===== config.mk =====
export PLATFORM = sky130hd
export DESIGN_NAME = pmon_i2c_slave
export DESIGN_NICKNAME = d
export VERILOG_FILES = /design/src/pmon_pkg.sv /design/src/pmon_i2c_slave.sv
export SDC_FILE = /design/constraint.sdc
export NUM_CORES = 1
export LEC_CHECK = 0
export BUFFER_PORTS_ARGS = -buffer_cell sky130_fd_sc_hd__buf_2
export CAP_MARGIN = 25
export CORE_ASPECT_RATIO = 0.5
export CORE_MARGIN = 10
export CORE_UTILIZATION = 54
export DETAILED_ROUTE_END_ITERATION = 7
export PLACE_DENSITY_LB_ADDON = 0.12
export SLEW_MARGIN = 25
export SYNTH_ARGS = -nofsm -noshare
export SYNTH_HDL_FRONTEND = slang
export SYNTH_SLANG_ARGS = --single-unit

===== constraint.sdc =====
create_clock -name i_mclk -period 2.4 [get_ports i_mclk]
set_clock_uncertainty 0.15 [all_clocks]
set_input_delay 0.48 -clock i_mclk [delete_from_list [all_inputs] [get_ports i_mclk]]
set_output_delay 0.48 -clock i_mclk [all_outputs]
set_load 0.005 [all_outputs]

===== src/pmon_pkg.sv =====
// constants for the power monitor serial readback slave
// assumes a single system clock; the slave file depends on nothing beyond this package
package pmon_pkg;
  localparam logic [4:0] ADDR_BASE = 5'h0B;
  localparam int CMD_VOLT_CONTINUOUS = 0;
  localparam int CMD_V_ONCE = 1;
  localparam int CMD_CURR_CONTINUOUS = 2;
  localparam int CMD_I_ONCE = 3;
  localparam int CMD_DIVIDER_SELECT = 4;
  localparam int CMD_STATUS = 6;
  localparam int CMD_EXT = 7;
  localparam logic [3:0] BITS_PER_BYTE = 4'h8;
  localparam logic [6:0] CMD_RESET = 7'h00;
  localparam logic [11:0] DATA_RESET = 12'h000;
  localparam logic CHAN_VOLT = 1'b0;
  localparam logic CHAN_CURR = 1'b1;
  typedef enum logic [2:0] {
    BUS_IDLE, BUS_ADDR, BUS_ADDR_ACK, BUS_WR, BUS_WR_ACK, BUS_RD, BUS_RD_ACK, BUS_IGNORE
  } bus_state_t;
endpackage


===== src/pmon_i2c_slave.sv =====
// serial bus slave with conversion sequencer for a voltage/current monitor
// assumes scl/sda are open-drain pins resolved outside; converter handshakes on i_mclk
`timescale 1ns/1ps
`default_nettype none
// Operation
// - one 12-bit converter, multiplexed between current and supply voltage
// - a command may start voltage, current or both conversions at any time
// - results read back as 12 bits in two or three bytes
// - slave only; fast-mode bus rates up to 400 kHz
// - 7-bit address: upper five bits fixed, lower two from strap
// - strap states ground/resistor/float/high give 00/01/10/11
// - address valid straight out of reset, no configuration needed
// - start is sda falling with scl high; begins a transaction
// - eight bits after start: address msb first, then direction bit
// - matched address acknowledged by holding sda low over ninth clock
// - unmatched address leaves sda released until next start
// - each byte is eight data bits plus one acknowledge bit
// - sda changes only with scl low; rising sda with scl high is stop
// - first written byte after address is the command byte
// - master ends a read with no-acknowledge then stop
// - written byte with msb zero is command, msb one is extended write
// - command bits: voltage_continuous_bit, v once, current_continuous_bit, i once, range, status read
// - continuous mode read before first conversion is acked, returns zeros
// - single mode reads not acknowledged until the conversion completes
module pmon_i2c_slave (
  input wire logic i_mclk,
  input wire logic i_rst_n,
  input wire logic i_scl,
  input wire logic i_sda,
  output logic o_sda_o,
  output logic o_sda_oe,
  input wire logic [1:0] i_addr_sel,
  output logic o_conv_start,
  output logic o_conv_chan,
  output logic o_voltage_divider_select,
  input wire logic i_conv_done,
  input wire logic [11:0] i_conv_data,
  input wire logic [7:0] i_status,
  output logic o_ext_wr,
  output logic [1:0] o_ext_addr,
  output logic [7:0] o_ext_data
);
  pmon_pkg::bus_state_t state_r, state_nxt;
  logic [2:0] scl_sync_r, sda_sync_r;
  logic scl_r, sda_r, scl_nxt, sda_nxt;
  logic [3:0] cnt_r, cnt_nxt;
  logic [7:0] shift_r, shift_nxt, tx_r, tx_nxt;
  logic rw_r, rw_nxt, first_r, first_nxt, ext_pend_r, ext_pend_nxt, mack_r, mack_nxt;
  logic [1:0] ext_sel_r, ext_sel_nxt, rd_idx_r, rd_idx_nxt;
  logic [6:0] cmd_r, cmd_nxt;
  logic pend_v_r, pend_v_nxt, pend_i_r, pend_i_nxt;
  logic [11:0] v_data_r, v_data_nxt, i_data_r, i_data_nxt;
  logic busy_r, busy_nxt, chan_r, chan_nxt, start_r, start_nxt;
  logic [1:0] lsb_r, lsb_nxt;
  logic lsb_ok_r, lsb_ok_nxt;
  logic oe_r, oe_nxt, ext_wr_r, ext_wr_nxt;
  logic [1:0] ext_addr_r, ext_addr_nxt;
  logic [7:0] ext_data_r, ext_data_nxt;
  logic scl_rise, scl_fall, start_ev, stop_ev, addr_hit, want_v, want_i, cmd_wr;

  function automatic logic [7:0] rd_byte(input logic [1:0] idx, input logic [6:0] cmd,
                                         input logic [11:0] v, input logic [11:0] c,
                                         input logic [7:0] st);
    logic both;
    logic [11:0] one;
    both = cmd[pmon_pkg::CMD_VOLT_CONTINUOUS] | cmd[pmon_pkg::CMD_V_ONCE];
    both = both & (cmd[pmon_pkg::CMD_CURR_CONTINUOUS] | cmd[pmon_pkg::CMD_I_ONCE]);
    one = (cmd[pmon_pkg::CMD_CURR_CONTINUOUS] | cmd[pmon_pkg::CMD_I_ONCE]) ? c : v;
    if (cmd[pmon_pkg::CMD_STATUS])
      rd_byte = st;
    else if (both)
      rd_byte = (idx == 2'h0) ? v[11:4] : (idx == 2'h1) ? c[11:4] : {v[3:0], c[3:0]};
    else
      rd_byte = (idx == 2'h0) ? one[11:4] : {one[3:0], 4'h0};
  endfunction

  always_comb
  begin
    scl_nxt = (scl_sync_r[1] == scl_sync_r[2]) ? scl_sync_r[2] : scl_r;
    sda_nxt = (sda_sync_r[1] == sda_sync_r[2]) ? sda_sync_r[2] : sda_r;
    scl_rise = scl_nxt & ~scl_r;
    scl_fall = ~scl_nxt & scl_r;
    start_ev = scl_r & scl_nxt & sda_r & ~sda_nxt;
    stop_ev = scl_r & scl_nxt & ~sda_r & sda_nxt;
    addr_hit = (shift_r[7:1] == {pmon_pkg::ADDR_BASE, lsb_r});
    want_v = cmd_r[pmon_pkg::CMD_VOLT_CONTINUOUS] | pend_v_r;
    want_i = cmd_r[pmon_pkg::CMD_CURR_CONTINUOUS] | pend_i_r;
    lsb_ok_nxt = 1'b1;
    lsb_nxt = lsb_ok_r ? lsb_r : i_addr_sel;
    state_nxt = state_r;
    cnt_nxt = cnt_r;
    shift_nxt = shift_r;
    tx_nxt = tx_r;
    rw_nxt = rw_r;
    first_nxt = first_r;
    ext_pend_nxt = ext_pend_r;
    ext_sel_nxt = ext_sel_r;
    rd_idx_nxt = rd_idx_r;
    mack_nxt = mack_r;
    cmd_nxt = cmd_r;
    pend_v_nxt = pend_v_r;
    pend_i_nxt = pend_i_r;
    v_data_nxt = v_data_r;
    i_data_nxt = i_data_r;
    oe_nxt = oe_r;
    ext_wr_nxt = 1'b0;
    ext_addr_nxt = ext_addr_r;
    ext_data_nxt = ext_data_r;
    cmd_wr = 1'b0;
    if (start_ev)
    begin
      state_nxt = pmon_pkg::BUS_ADDR;
      cnt_nxt = 4'h0;
      oe_nxt = 1'b0;
    end
    else if (stop_ev)
    begin
      state_nxt = pmon_pkg::BUS_IDLE;
      oe_nxt = 1'b0;
    end
    else
    begin
      unique case (state_r)
        pmon_pkg::BUS_IDLE, pmon_pkg::BUS_IGNORE: oe_nxt = 1'b0;
        pmon_pkg::BUS_ADDR, pmon_pkg::BUS_WR:
        begin
          if (scl_rise)
          begin
            shift_nxt = {shift_r[6:0], sda_r};
            cnt_nxt = cnt_r + 4'h1;
          end
          if (scl_fall && cnt_r == pmon_pkg::BITS_PER_BYTE)
          begin
            cnt_nxt = 4'h0;
            if (state_r == pmon_pkg::BUS_ADDR)
            begin
              rw_nxt = shift_r[0];
              first_nxt = 1'b1;
              ext_pend_nxt = 1'b0;
              rd_idx_nxt = 2'h0;
              tx_nxt = rd_byte(2'h0, cmd_r, v_data_r, i_data_r, i_status);
              if (addr_hit && !(shift_r[0] && (pend_v_r || pend_i_r)))
              begin
                state_nxt = pmon_pkg::BUS_ADDR_ACK;
                oe_nxt = 1'b1;
              end
              else
                state_nxt = pmon_pkg::BUS_IGNORE;
            end
            else
            begin
              state_nxt = pmon_pkg::BUS_WR_ACK;
              oe_nxt = 1'b1;
              first_nxt = 1'b0;
              if (first_r && !shift_r[pmon_pkg::CMD_EXT])
              begin
                cmd_wr = 1'b1;
                cmd_nxt = shift_r[6:0] & ~7'h0A;
                pend_v_nxt = shift_r[pmon_pkg::CMD_V_ONCE];
                pend_i_nxt = shift_r[pmon_pkg::CMD_I_ONCE];
                v_data_nxt = pmon_pkg::DATA_RESET;
                i_data_nxt = pmon_pkg::DATA_RESET;
                if (shift_r[pmon_pkg::CMD_V_ONCE])
                  cmd_nxt[pmon_pkg::CMD_V_ONCE] = 1'b1;
                if (shift_r[pmon_pkg::CMD_I_ONCE])
                  cmd_nxt[pmon_pkg::CMD_I_ONCE] = 1'b1;
              end
              else if (first_r)
              begin
                ext_pend_nxt = 1'b1;
                ext_sel_nxt = shift_r[1:0];
              end
              else if (ext_pend_r)
              begin
                ext_pend_nxt = 1'b0;
                ext_wr_nxt = 1'b1;
                ext_addr_nxt = ext_sel_r;
                ext_data_nxt = shift_r;
              end
            end
          end
        end
        pmon_pkg::BUS_ADDR_ACK, pmon_pkg::BUS_WR_ACK:
          if (scl_fall)
          begin
            cnt_nxt = 4'h0;
            if (rw_r && state_r == pmon_pkg::BUS_ADDR_ACK)
            begin
              state_nxt = pmon_pkg::BUS_RD;
              oe_nxt = ~tx_r[7];
              tx_nxt = {tx_r[6:0], 1'b1};
            end
            else
            begin
              state_nxt = pmon_pkg::BUS_WR;
              oe_nxt = 1'b0;
            end
          end
        pmon_pkg::BUS_RD:
        begin
          if (scl_rise)
            cnt_nxt = cnt_r + 4'h1;
          if (scl_fall)
          begin
            if (cnt_r == pmon_pkg::BITS_PER_BYTE)
            begin
              state_nxt = pmon_pkg::BUS_RD_ACK;
              oe_nxt = 1'b0;
              rd_idx_nxt = rd_idx_r + 2'h1;
            end
            else
            begin
              oe_nxt = ~tx_r[7];
              tx_nxt = {tx_r[6:0], 1'b1};
            end
          end
        end
        pmon_pkg::BUS_RD_ACK:
        begin
          if (scl_rise)
            mack_nxt = ~sda_r;
          if (scl_fall)
          begin
            cnt_nxt = 4'h0;
            if (mack_r)
            begin
              state_nxt = pmon_pkg::BUS_RD;
              tx_nxt = rd_byte(rd_idx_r, cmd_r, v_data_r, i_data_r, i_status);
              oe_nxt = ~tx_nxt[7];
              tx_nxt = {tx_nxt[6:0], 1'b1};
            end
            else
              state_nxt = pmon_pkg::BUS_IGNORE;
          end
        end
      endcase
    end
    busy_nxt = busy_r;
    chan_nxt = chan_r;
    start_nxt = 1'b0;
    if (busy_r && i_conv_done)
    begin
      busy_nxt = 1'b0;
      if (!cmd_wr)
      begin
        if (chan_r == pmon_pkg::CHAN_VOLT)
        begin
          v_data_nxt = i_conv_data;
          pend_v_nxt = 1'b0;
        end
        else
        begin
          i_data_nxt = i_conv_data;
          pend_i_nxt = 1'b0;
        end
      end
    end
    else if (!busy_r && (want_v || want_i))
    begin
      busy_nxt = 1'b1;
      start_nxt = 1'b1;
      chan_nxt = (want_v && (!want_i || chan_r == pmon_pkg::CHAN_CURR)) ?
                 pmon_pkg::CHAN_VOLT : pmon_pkg::CHAN_CURR;
    end
  end

  always_ff @(posedge i_mclk or negedge i_rst_n)
  begin
    if (!i_rst_n)
    begin
      scl_sync_r <= 3'h7;
      sda_sync_r <= 3'h7;
      scl_r <= 1'b1;
      sda_r <= 1'b1;
      state_r <= pmon_pkg::BUS_IDLE;
      cnt_r <= 4'h0;
      shift_r <= 8'h00;
      tx_r <= 8'hFF;
      rw_r <= 1'b0;
      first_r <= 1'b0;
      ext_pend_r <= 1'b0;
      ext_sel_r <= 2'h0;
      rd_idx_r <= 2'h0;
      mack_r <= 1'b0;
      cmd_r <= pmon_pkg::CMD_RESET;
      pend_v_r <= 1'b0;
      pend_i_r <= 1'b0;
      v_data_r <= pmon_pkg::DATA_RESET;
      i_data_r <= pmon_pkg::DATA_RESET;
      busy_r <= 1'b0;
      chan_r <= pmon_pkg::CHAN_VOLT;
      start_r <= 1'b0;
      lsb_r <= 2'h0;
      lsb_ok_r <= 1'b0;
      oe_r <= 1'b0;
      ext_wr_r <= 1'b0;
      ext_addr_r <= 2'h0;
      ext_data_r <= 8'h00;
    end
    else
    begin
      scl_sync_r <= {scl_sync_r[1:0], i_scl};
      sda_sync_r <= {sda_sync_r[1:0], i_sda};
      scl_r <= scl_nxt;
      sda_r <= sda_nxt;
      state_r <= state_nxt;
      cnt_r <= cnt_nxt;
      shift_r <= shift_nxt;
      tx_r <= tx_nxt;
      rw_r <= rw_nxt;
      first_r <= first_nxt;
      ext_pend_r <= ext_pend_nxt;
      ext_sel_r <= ext_sel_nxt;
      rd_idx_r <= rd_idx_nxt;
      mack_r <= mack_nxt;
      cmd_r <= cmd_nxt;
      pend_v_r <= pend_v_nxt;
      pend_i_r <= pend_i_nxt;
      v_data_r <= v_data_nxt;
      i_data_r <= i_data_nxt;
      busy_r <= busy_nxt;
      chan_r <= chan_nxt;
      start_r <= start_nxt;
      lsb_r <= lsb_nxt;
      lsb_ok_r <= lsb_ok_nxt;
      oe_r <= oe_nxt;
      ext_wr_r <= ext_wr_nxt;
      ext_addr_r <= ext_addr_nxt;
      ext_data_r <= ext_data_nxt;
    end
  end

  assign o_sda_o = 1'b0;
  assign o_sda_oe = oe_r;
  assign o_conv_start = start_r;
  assign o_conv_chan = chan_r;
  assign o_voltage_divider_select = cmd_r[pmon_pkg::CMD_DIVIDER_SELECT];
  assign o_ext_wr = ext_wr_r;
  assign o_ext_addr = ext_addr_r;
  assign o_ext_data = ext_data_r;
endmodule
`default_nettype wire


---- After elaboration in Yosys (flattened, before gate mapping) ----
Index checks and enable logic that the tools add are counted.
cells by class
  reductions and logical operators ........ 40
  bitwise operators ....................... 24
  mux-type cells .......................... 120
  eq/ne operators ......................... 31
  add/sub/neg operators ................... 2
operators with widths
  cell                  number
  $mux W12              19
  $mux W8               20
  $mux W1               56
  $pmux W8 S4           1
  $mux W3               10
  $ne A4 B4 Y1 const B  6
  $ne A2 B2 Y1 const B  11
  $mux W4               5
  $reduce_and A6 Y1     3
  $reduce_and A7 Y1     2
  $eq A3 B3 Y1 const B  4
  $not A1 Y1            12
  $pmux W3 S4           1
  $pmux W4 S3           1
  $reduce_and A4 Y1     3
  $reduce_and A11 Y1    1
  $mux W2               5
  $reduce_and A5 Y1     2
  $and A1 B1 Y1         8
  $logic_and A1 B1 Y1   8
  $reduce_and A8 Y1     1
  $reduce_bool A4 Y1    2
  $eq A7 B6 Y1          1
  $eq A3 B2 Y1 const B  2
  other kinds (21)      33
storage, ports and cells
  output and inout port bits .............. 16
  word-level logic and storage cells ...... 245
  bits in registers ....................... 90
  bits of input ports ..................... 27

---- Depth between registers and ports, before layout ----
Gate-level depths: netlist (run 1).
  word-level depth ........................ 16
  mapped depth ............................ 11
  depth with buffers taken out ............ 8

---- Worst setup path before layout (run 1) ----
No wires, ideal clock.
  kind .................................... flip-flop to flip-flop
  start point ............................. register cnt_r[0]
  end point ............................... register cmd_r[0]
  arrival ................................. 2.048 ns
  path slack .............................. 0.078 ns
  required time ........................... 2.125 ns
  path buffers ............................ 2
  stages on the path, launching flop included .. 10
  clock period less this slack ............ 2.322 ns
  library setup time ...................... 0.125 ns
  cell sequence ........................... dfrtp_1 > inv_1 > ha_1 > and3b_1 > clkbuf_1 > and3_1 > buf_4 > nand2_1 > nor4b_4 > mux2_2
between the ends
  longest elaborated chain between the ends .. 3
ends and longest elaborated chain
  item                                RTL line               RTL
  from (decl)                         pmon_i2c_slave.sv:46   logic [3:0] cnt_r, cnt_nxt;
  from (signal assigned)              pmon_i2c_slave.sv:307  cnt_r <= cnt_nxt;
  $eq A4 B4 Y1                        pmon_i2c_slave.sv:132  if (scl_fall && cnt_r == pmon_pkg::BITS_PER_BYTE)
  $logic_and A1 B1 Y1                 pmon_i2c_slave.sv:132
  $reduce_and A6 Y1 (no source line)  --
  to (signal assigned)                pmon_i2c_slave.sv:285  cmd_r <= pmon_pkg::CMD_RESET;
  to (signal assigned)                pmon_i2c_slave.sv:316  cmd_r <= cmd_nxt;
  to (decl)                           pmon_i2c_slave.sv:50   logic [6:0] cmd_r, cmd_nxt;
Every way passes these cells.
A chain may end at the register's enable or synchronous reset.

---- Worst setup path after layout (run 1) ----
  start point ............................. register scl_r
  end point ............................... register tx_r[7]
between the ends
  longest elaborated chain between the ends .. 6
  elaborated cells between the ends (all ways) .. 16
  classes of those cells .................. eq/ne: 4; mux: 1; bitwise: 9; reduce/logical: 2
ends and longest elaborated chain
  item                                                         RTL line                                                          RTL
  from (decl)                                                  pmon_i2c_slave.sv:45                                              logic scl_r, sda_r, scl_nxt, sda_nxt;
  from (signal assigned)                                       pmon_i2c_slave.sv:304                                             scl_r <= scl_nxt;
  $mux W1                                                      pmon_i2c_slave.sv:79                                              scl_nxt = (scl_sync_r[1] == scl_sync_r[2]) ? scl_sync_r[2] : scl_r;
  $not A1 Y1 or $and A1 B1 Y1 (tied branches)                  pmon_i2c_slave.sv:82, pmon_i2c_slave.sv:83, pmon_i2c_slave.sv:84
  $and A1 B1 Y1 (on tied branches)                             pmon_i2c_slave.sv:82, pmon_i2c_slave.sv:83, pmon_i2c_slave.sv:84
  $logic_and A1 B1 Y1, or another cell as far along            pmon_i2c_slave.sv:132
  $ne A2 B2 Y1 (no source line) or $not A1 Y1 (tied branches)  --
  $reduce_and A11 Y1 (no source line) *                        --
  to (signal assigned)                                         pmon_i2c_slave.sv:309                                             tx_r <= tx_nxt;
  to (decl)                                                    pmon_i2c_slave.sv:47                                              logic [7:0] shift_r, shift_nxt, tx_r, tx_nxt;
Mark *: on every way between the ends. The rest lies on a longest branch, timed or not.

==> results of run 1 <==
## flip-flops by register name (all words and copies together) (netlist names), 3 cells and up
name / flops
cmd_r: 6
o_ext_data: 8
shift_r: 8
tx_r: 8
v_data_r: 12
state_r: 3
sda_sync_r: 3
cnt_r: 4
scl_sync_r: 3
i_data_r: 12
## layout by cell type, fill, tap and decap left out, types with 4 or more instances in the layout
| master | n |
|---|---|
| dfrtp_1 | 73 |
| nand3_1 | 21 |
| dfstp_2 | 16 |
| nor3_1 | 4 |
| clkbuf_16 | 9 |
| mux2_2 | 38 |
| nor2_1 | 37 |
| buf_4 | 25 |
| and3_1 | 6 |
| nand2_1 | 83 |
| mux2i_1 | 4 |
| a31oi_1 | 6 |
| buf_2 | 40 |
| or2_2 | 7 |
| nand2b_1 | 9 |
| a21oi_1 | 44 |
| o21ai_0 | 37 |
| inv_1 | 9 |
| a211oi_1 | 5 |
| a22oi_1 | 4 |
## layer usage
metal | GRT usage (%) | vias up | wire [µm]
li1 | - | 1814 | -
met1 | 26.5 | 1873 | 5680
met2 | 26.1 | 108 | 4970
met3 | 4.66 | 13 | 633
met4 | 3.68 | 0 | 113
met5 | 0 | - | 0
## metrics by stage
step / power, µW / hold slack (ns) / area [µm²]
5_1_grt: 5950 / 0.0774 / 5400
3_3_place_gp: 3940 / 0.197 / 5020
3_5_place_dp: 3990 / 0.197 / 5020
4_1_cts: 5570 / 0.0795 / 5370
2_1_floorplan: 3370 / 0.0344 / 4560
6_report: 5600 / 0.0825 / 5400
## final cells by class
| class | instances | area (µm²) |
|---|---|---|
| Multi-Input combinational cell | 358 | 2180 |
| Tap cell | 112 | 140 |
| Inverter | 10 | 37.5 |
| Clock buffer | 9 | 225 |
| Sequential cell | 89 | 2250 |
| Clock inverter | 7 | 101 |
| Fill cell | 695 | 2720 |
| Timing Repair Buffer | 71 | 467 |
## how the worst max path moves through the flow
| stage | start | end |
|---|---|---|
| 2_1_floorplan | cnt_r[0] | cmd_r[0] |
| 3_3_place_gp | scl_r | tx_r[3] |
| 3_5_place_dp | scl_r | tx_r[7] |
| 4_1_cts | cnt_r[0] | pend_i_r |
| 5_1_grt | scl_r | tx_r[7] |
| 6_report | scl_r | tx_r[7] |
## worst register-to-register path, stage by stage (launching register included)
cell and delay [ns]:
dfstp_2 0.56, nor3b_4 0.27, buf_6 0.15, nor2_1 0.06
a2111oi_4 0.34, and3_1 0.22, buf_6 0.14, mux2_2 0.34
## power breakdown
part           switching (µW)  internal (µW)
Combinational            1000            802
Clock                     630            926
Sequential                329           1910
## logic make-up after synthesis
| group | count (synthesis) | synth area share (%) |
|---|---|---|
| AO/OA/AOI/OAI | 125 | 16.6 |
| AND/OR/NAND/NOR | 180 | 18.3 |
| multiplexers | 42 | 10.3 |
| adder cells (fa/ha/maj) | 4 | 1.10 |
| other | 2 | 0.165 |
| flip-flops | 89 | 49.3 |
| XOR/XNOR | 5 | 0.961 |
| buffers and inverters | 35 | 3.32 |
## repair_timing
action | in CTS | in global routing
endpoints found under the setup margin | 7 | 34
pin swaps | 0 | 3
hold buffers | 1 | 0
cloned | 0 | 0
endpoints found under the hold margin | 13 | 0
gates resized for setup | 1 | 9
==> flow_summary.toml, run 1 <==
[floorplanning]
die-area_um2 = 12700
initial_utilization_pct = 56.2
rows = 23
core_um2 = 8120
die_width_um = 150
die_h_um = 85.0
io_pins = 43

[min_path]
holdPathStages = 1
holdPathEnd = "sda_sync_r[0]"
hold_class = "input pin to flip-flop"
worstHoldStart = "i_sda"

[worst_setup_path]
path_buf_inv = 2
cp_common_cell = "buf_6"
crit_type = "flip-flop to flip-flop"
crit_chain = "nor3b_4 -> buf_6 -> nor2_1 -> a2111oi_4 -> and3_1 -> buf_6 -> mux2_2"
worst-path-max-fanout = 8
end_kind = "flip-flop"
reg2reg_slack_ns = 0.1
slowest_stage = "dfstp_2"
path_depth = 7
worst_ep_arrival_time_ns = 2.42
critical_path_required_ns = 2.52
critPathTopFamily = "flip-flops"
worst_setup_path_start_kind = "flip-flop"
r2r-end = "tx_r[7]"
reg2reg_from = "scl_r"
r2r_cells = 7
slowest_delay_ns = 0.56

[cells_and_area]
drive_gt1_share_pct = 28.5
stdcell_count = 656
syn2layout_area_growth_pct = 18.5
finish.utilization_pct = 66.5
antenna_cells = 0
final_nets = 570

[clock_tree]
clock_latency_ns = 0.34
path_clk_slew_ns = 0.07
post-cts-setup-buffer-count = 0
cts_num_sinks = 89
root_buffer = "clkbuf_16"
htreeDepth = 3
clockBufferDepth = 2
numCtsBuffers = 9
cts_tree = "yes"

[synth]
synth.avg_cell_area_um2 = 9.45
yosys_warnings = 0
synth_cell_type_count = 50
syn_inst = 482
synth_nets = 513
synth_top_area_share_pct = 40.1
yosys_most_used_dff = "dfrtp_1"
synth-edff-count = 0
ys_seq_area_share_pct = 49.3
async_flop_share_pct = 100
ys_ff_latch = 89
yosysTopAreaCell = "dfrtp_1"
synthTopCellsByCount = "83 x nand2_1, 73 x dfrtp_1, 44 x a21oi_1"
synthMostInstantiatedCell = "nand2_1"
synthTopCellsByArea = "dfrtp_1 40%, mux2_2 9.4%, dfstp_2 9.2%, nand2_1 6.8%, a21oi_1 4.8%"
netlist_area_um2 = 4560

[sta]
maxSlewHeadroom_pct = 57.7
period_minus_slack_ns = 2.30
slew_viol_final = 0
worst_slack_ns = 0.0992
rsz0062_at_grt = "false"
finalHoldViolCount = 0
max_freq_mhz = 435
tns_ns = 0
setup_viol = 0
worstMarginPinSlew_ns = 0.634
fin_crit_sh_pct = 95.9

[routing]
wirelength_um = 11400
wl_per_cell_um = 17.4
via_count = 3808
antenna_left = 0
drc = 0
post_drt_via_cell_ratio = 5.80
drt_iter0_markers = 316
dr.pass1.iters = 7

[pwr]
p_leak_uw = 0.00244
p_per_area_nw_per_um2 = 1040
ir_worst_vdd_v = 0.000546

[grt]
grt-ovfl-total = 0
grt_pass1_vias = 3564
grt_max_degree = 54
grtUsageTotal_pct = 18.0
grt_first_pass_wirelength_um = 18600
antenna_found_initial = 0

[status]
status = "completed"

[placed_design]
port_buffers = 41
post-dp-hpwl_um = 8000
place_ws_ns = 0.0194
placed_cells = 639
place_congestion = 0.878

[job]
drv_cap = 0
(Power assumes the default switching activity.)
==> inputs of run 2 (changes only) <==
CORE_UTILIZATION = 59   (was 54)
clock period = 2.5 ns   (was 2.4 ns; I/O delays follow)
==> flow_summary.toml, run 2 (same netlist as run 1, synthesis figures left out) <==
[status]
status = "finished with violations"
failed_checks = "negative hold slack"

[clock_tree]
root_buffer = "clkbuf_16"
cts_tree = "yes"
htreeDepth = 3
clock_latency_ns = 0.34
path_clk_slew_ns = 0.06
clockBufferDepth = 2
cts_num_sinks = 89
post-cts-setup-buffer-count = 0
numCtsBuffers = 9

[sta]
setup_viol = 0
fin_crit_sh_pct = 94.5
slew_viol_final = 0
worstMarginPinSlew_ns = 0.754
maxSlewHeadroom_pct = 49.3
max_freq_mhz = 423
tns_ns = 0
whs_ns = -0.00309
finalHoldViolCount = 4
period_minus_slack_ns = 2.36
rsz0062_at_grt = "false"

[placed_design]
post-dp-hpwl_um = 8130
port_buffers = 41
place_congestion = 0.900

[cells_and_area]
reg_top3 = "i_data_r x12, v_data_r x12"
drive_gt1_share_pct = 28.6
finish.utilization_pct = 72.1
antenna_cells = 0
syn2layout_area_growth_pct = 17.1
final_common_cell = "nand2_1"
layout_common_cells = "83 x nand2_1, 73 x dfrtp_1, 44 x a21oi_1"
final_nets = 571

[grt]
grt-ovfl-total = 0
grt_max_degree = 46
grt_pass1_vias = 3661
grt_first_pass_wirelength_um = 18700
antenna_found_initial = 0
grtUsageTotal_pct = 20.0

[worst_setup_path]
crit_type = "flip-flop to flip-flop"
end_kind = "flip-flop"
worst_ep_arrival_time_ns = 2.42
worst-path-max-fanout = 26
worst_setup_path_start_kind = "flip-flop"
critical_path_required_ns = 2.56

[routing]
dr.pass1.iters = 5
via_count = 3840
wl_per_cell_um = 17.8
drc = 0
antenna_left = 0
post_drt_via_cell_ratio = 5.99
wirelength_um = 11400
drt_iter0_markers = 487

[job]
drv_cap = 0

[pwr]
p_int_uw = 3380
p_leak_uw = 0.00242
p_per_area_nw_per_um2 = 981
combPwrFrac_pct = 32.5
seqPwrFrac_pct = 41.5
sw_frac_of_total_pct = 35.5
p_sw_uw = 1860
p_clk_share_pct = 26.0
ir_worst_vdd_v = 0.000591

[floorplanning]
die_width_um = 144
core_um2 = 7400
initial_utilization_pct = 61.5
die_h_um = 82.1
io_pins = 43
die-area_um2 = 11900
rows = 22

[min_path]
hold_class = "input pin to asynchronous set/reset pin"
run 2: cell count changes in the layout (fill, tap and decap cells not counted), sizes merged:
cell         delta
clkbuf          +1
inv             -2
dlygate4sd3     -1
bufinv          -1
buf             +2
clkinvlp        +2
run 2: final timing paths:
path	startpoint	endpoint	slack, ns	cells after the start
min	i_rst_n	v_data_r[5]	-0.003	1
max in group asynchronous	i_rst_n	sda_sync_r[0]	1.52	2
min in group i_mclk	i_scl	scl_sync_r[0]	0.11	1
min reg2reg	sda_sync_r[0]	sda_sync_r[1]	0.21	0
max reg2reg	scl_r	pend_i_r	0.14	8
max	scl_r	pend_i_r	0.14	8
run 2: cell type report:
cell class | count | area, µm²
Clock buffer | 10 | 239
Fill cell | 542 | 2070
Clock inverter | 6 | 66.3
Multi-Input combinational cell | 358 | 2170
Tap cell | 96 | 120
Inverter | 10 | 37.5
Timing Repair Buffer | 72 | 452
Sequential cell | 89 | 2250
run 2: metal layers:
| metal | routed length (µm) | share of wire (%) | vias up | track usage [%] |
|---|---|---|---|---|
| li1 | - | - | 1807 | - |
| met1 | 5580 | 49 | 1847 | 29.2 |
| met2 | 4950 | 43 | 168 | 29.7 |
| met3 | 788 | 6.9 | 18 | 5.01 |
| met4 | 102 | 0.89 | 0 | 4.51 |
| met5 | 0 | 0 | - | 0 |
run 2: per-stage QoR:
step	total power [µW]	instance area, µm²	setup slack [ns]	std cells	hold WS [ns]
final	5230	5340	0.137	641	-0.00309
after global routing	5560	5340	0.00300	641	0.0421
after CTS	5190	5310	0.0306	641	0.0164
after detailed placement	3800	5000	0.0972	625	0.198
after global placement	3760	5000	0.149	625	0.198
after floorplan	3230	4560	0.178	482	0.0544
run 2: critical path, stage by stage (launching register included):
cell and delay [ns]:
dfstp_2 0.55, nor3b_4 0.28, buf_4 0.18, and3_1 0.17, nand2_1 0.11, nor4b_4 0.28, buf_6 0.18, buf_8 0.20
o21ai_0 0.13
run 2: power groups by stage:
stage	logic, µW	clock network, µW	registers [µW]
finish	1700	1360	2170
global route	1900	1450	2220
CTS	1660	1380	2150
detailed placement	1640	0	2170
global placement	1610	0	2150
floorplan	1190	0	2040
run 2: repair_timing:
item | in CTS | in global routing
resized for setup | 0 | 6
endpoints found under the setup margin | 0 | 40
hold buffers | 0 | 0
==> inputs of run 3 (changes only) <==
CORE_UTILIZATION = 40   (was 59)
CTS_CLUSTER_SIZE = 14   (was not set)
==> flow_summary.toml, run 3 (same netlist as run 1, synthesis figures left out) <==
[status]
status = "completed"

[sta]
tns_ns = 0
maxSlewHeadroom_pct = 59.5
whs_ns = 0.100
period_minus_slack_ns = 2.34
worstMarginPinSlew_ns = 0.608
rsz0062_at_grt = "false"
slew_viol_final = 0
finalHoldViolCount = 0
fin_crit_sh_pct = 93.4
max_freq_mhz = 428
setup_viol = 0

[job]
drv_cap = 0

[grt]
grt_max_degree = 47
grtUsageTotal_pct = 14.9
grt_first_pass_wirelength_um = 19300
grt_pass1_vias = 3542
antenna_found_initial = 0
grt-ovfl-total = 0

[clock_tree]
htreeDepth = 3
root_buffer = "clkbuf_16"
cts_tree = "yes"
clockBufferDepth = 2
numCtsBuffers = 9
cts_num_sinks = 89
clock_latency_ns = 0.35
path_clk_slew_ns = 0.07
post-cts-setup-buffer-count = 0

[worst_setup_path]
end_kind = "flip-flop"
slowest_stage = "dfrtp_1"
r2r_cells = 8
r2r-end = "tx_r[6]"
worst-path-max-fanout = 8
critical_path_required_ns = 2.63
crit_chain = "inv_1 -> ha_1 -> and3b_1 -> nand2_1 -> a2111oi_4 -> and3_1 -> buf_4 -> mux2_2"
slowest_delay_ns = 0.42
reg2reg_from = "cnt_r[0]"
worst_ep_arrival_time_ns = 2.46
reg2reg_slack_ns = 0.16
crit_type = "flip-flop to flip-flop"
worst_setup_path_start_kind = "flip-flop"

[cells_and_area]
postLayoutCellArea_um2 = 5380
syn2layout_area_growth_pct = 18.1
drive_gt1_share_pct = 28.3
fill_cells = 1059
final_nets = 570
layout_common_cells = "83 x nand2_1, 73 x dfrtp_1, 44 x a21oi_1"
stdcell_count = 689
antenna_cells = 0
reg_top3 = "i_data_r x12, v_data_r x12"
final_common_cell = "nand2_1"

[placed_design]
placed_cell_area_um2 = 5070
port_buffers = 41
place_congestion = 0.845
post-dp-hpwl_um = 8650
placed_cells = 672

[floorplanning]
core_um2 = 11000
initial_utilization_pct = 41.3
io_pins = 43
die_h_um = 95.5
die-area_um2 = 16300
die_width_um = 171
rows = 27

[routing]
via_count = 3739
drt_iter0_markers = 289
dr.pass1.iters = 5
drc = 0
antenna_left = 0
wirelength_um = 11700
wl_met2_um = 4850
wl_per_cell_um = 17.0
wl_met1_um = 6090
top_layer_used = "met4"
wl_met3_um = 669
post_drt_via_cell_ratio = 5.43

[pwr]
p_leak_uw = 0.00242
total_power_uw = 5160
p_per_area_nw_per_um2 = 960
ir_worst_vdd_v = 0.000404

[min_path]
holdPathStages = 1
worstHoldStart = "i_sda"
hold_class = "input pin to flip-flop"
holdPathEnd = "sda_sync_r[0]"
## run 3: worst max-delay path by stage
stage,from,end,slack [ns],depth (start not counted)
after floorplan,cnt_r[0],cmd_r[0],0.18,9
after global placement,scl_r,tx_r[1],0.18,7
after detailed placement,scl_r,tx_r[2],0.13,7
after CTS,scl_r,tx_r[2],0.10,7
after global routing,cnt_r[0],pend_v_r,0.003,10
final,cnt_r[0],tx_r[6],0.16,8
## run 3: timing repair
| action | 4_1_cts | 5_1_grt |
|---|---|---|
| endpoints found under the hold margin | 18 | 0 |
| hold buffers | 1 | 0 |
| setup endpoints to repair | 0 | 7 |
| gates resized for setup | 0 | 2 |
## run 3: metal layers
metal  GRT usage, %  vias up
li1               -     1816
met1           22.1     1802
met2           20.6      108
met3           3.87       13
met4           4.31        0
met5              0        -
## run 3: where the power goes
part	switching [µW]	total, µW	internal [µW]
combinational	959	1720	762
clock	605	1290	684
sequential	322	2150	1830
total	1890	5160	3280
## run 3: worst max-delay path: cells and delay by family, from the launching register on
| kind | cells | cell delay [ns] |
|---|---|---|
| adders and majority gates | 1 | 0.13 |
| muxes | 1 | 0.34 |
| buffers and inverters | 2 | 0.23 |
| and+or+nand+nor | 3 | 0.63 |
| AOI/OAI and AO/OA | 1 | 0.36 |
| DFF | 1 | 0.42 |
## run 3: area by class of cell
cell class	instances	area [µm²]	area share [%]
repair buffers	71	460	8.56
multi-input cells	358	2170	40.4
clock buffers	9	225	4.19
flip-flops and latches	89	2250	41.8
inverters	10	37.5	0.698
well taps	145	181	3.37
clock inverters	7	55.1	1.02
## run 3: through the flow
step	worst slack [ns]	utilization [%]
floorplan	0.178	-
global placement	0.178	45.9
detailed placement	0.127	45.9
CTS	0.103	48.6
global route	0.00306	48.7
finish	0.164	48.7
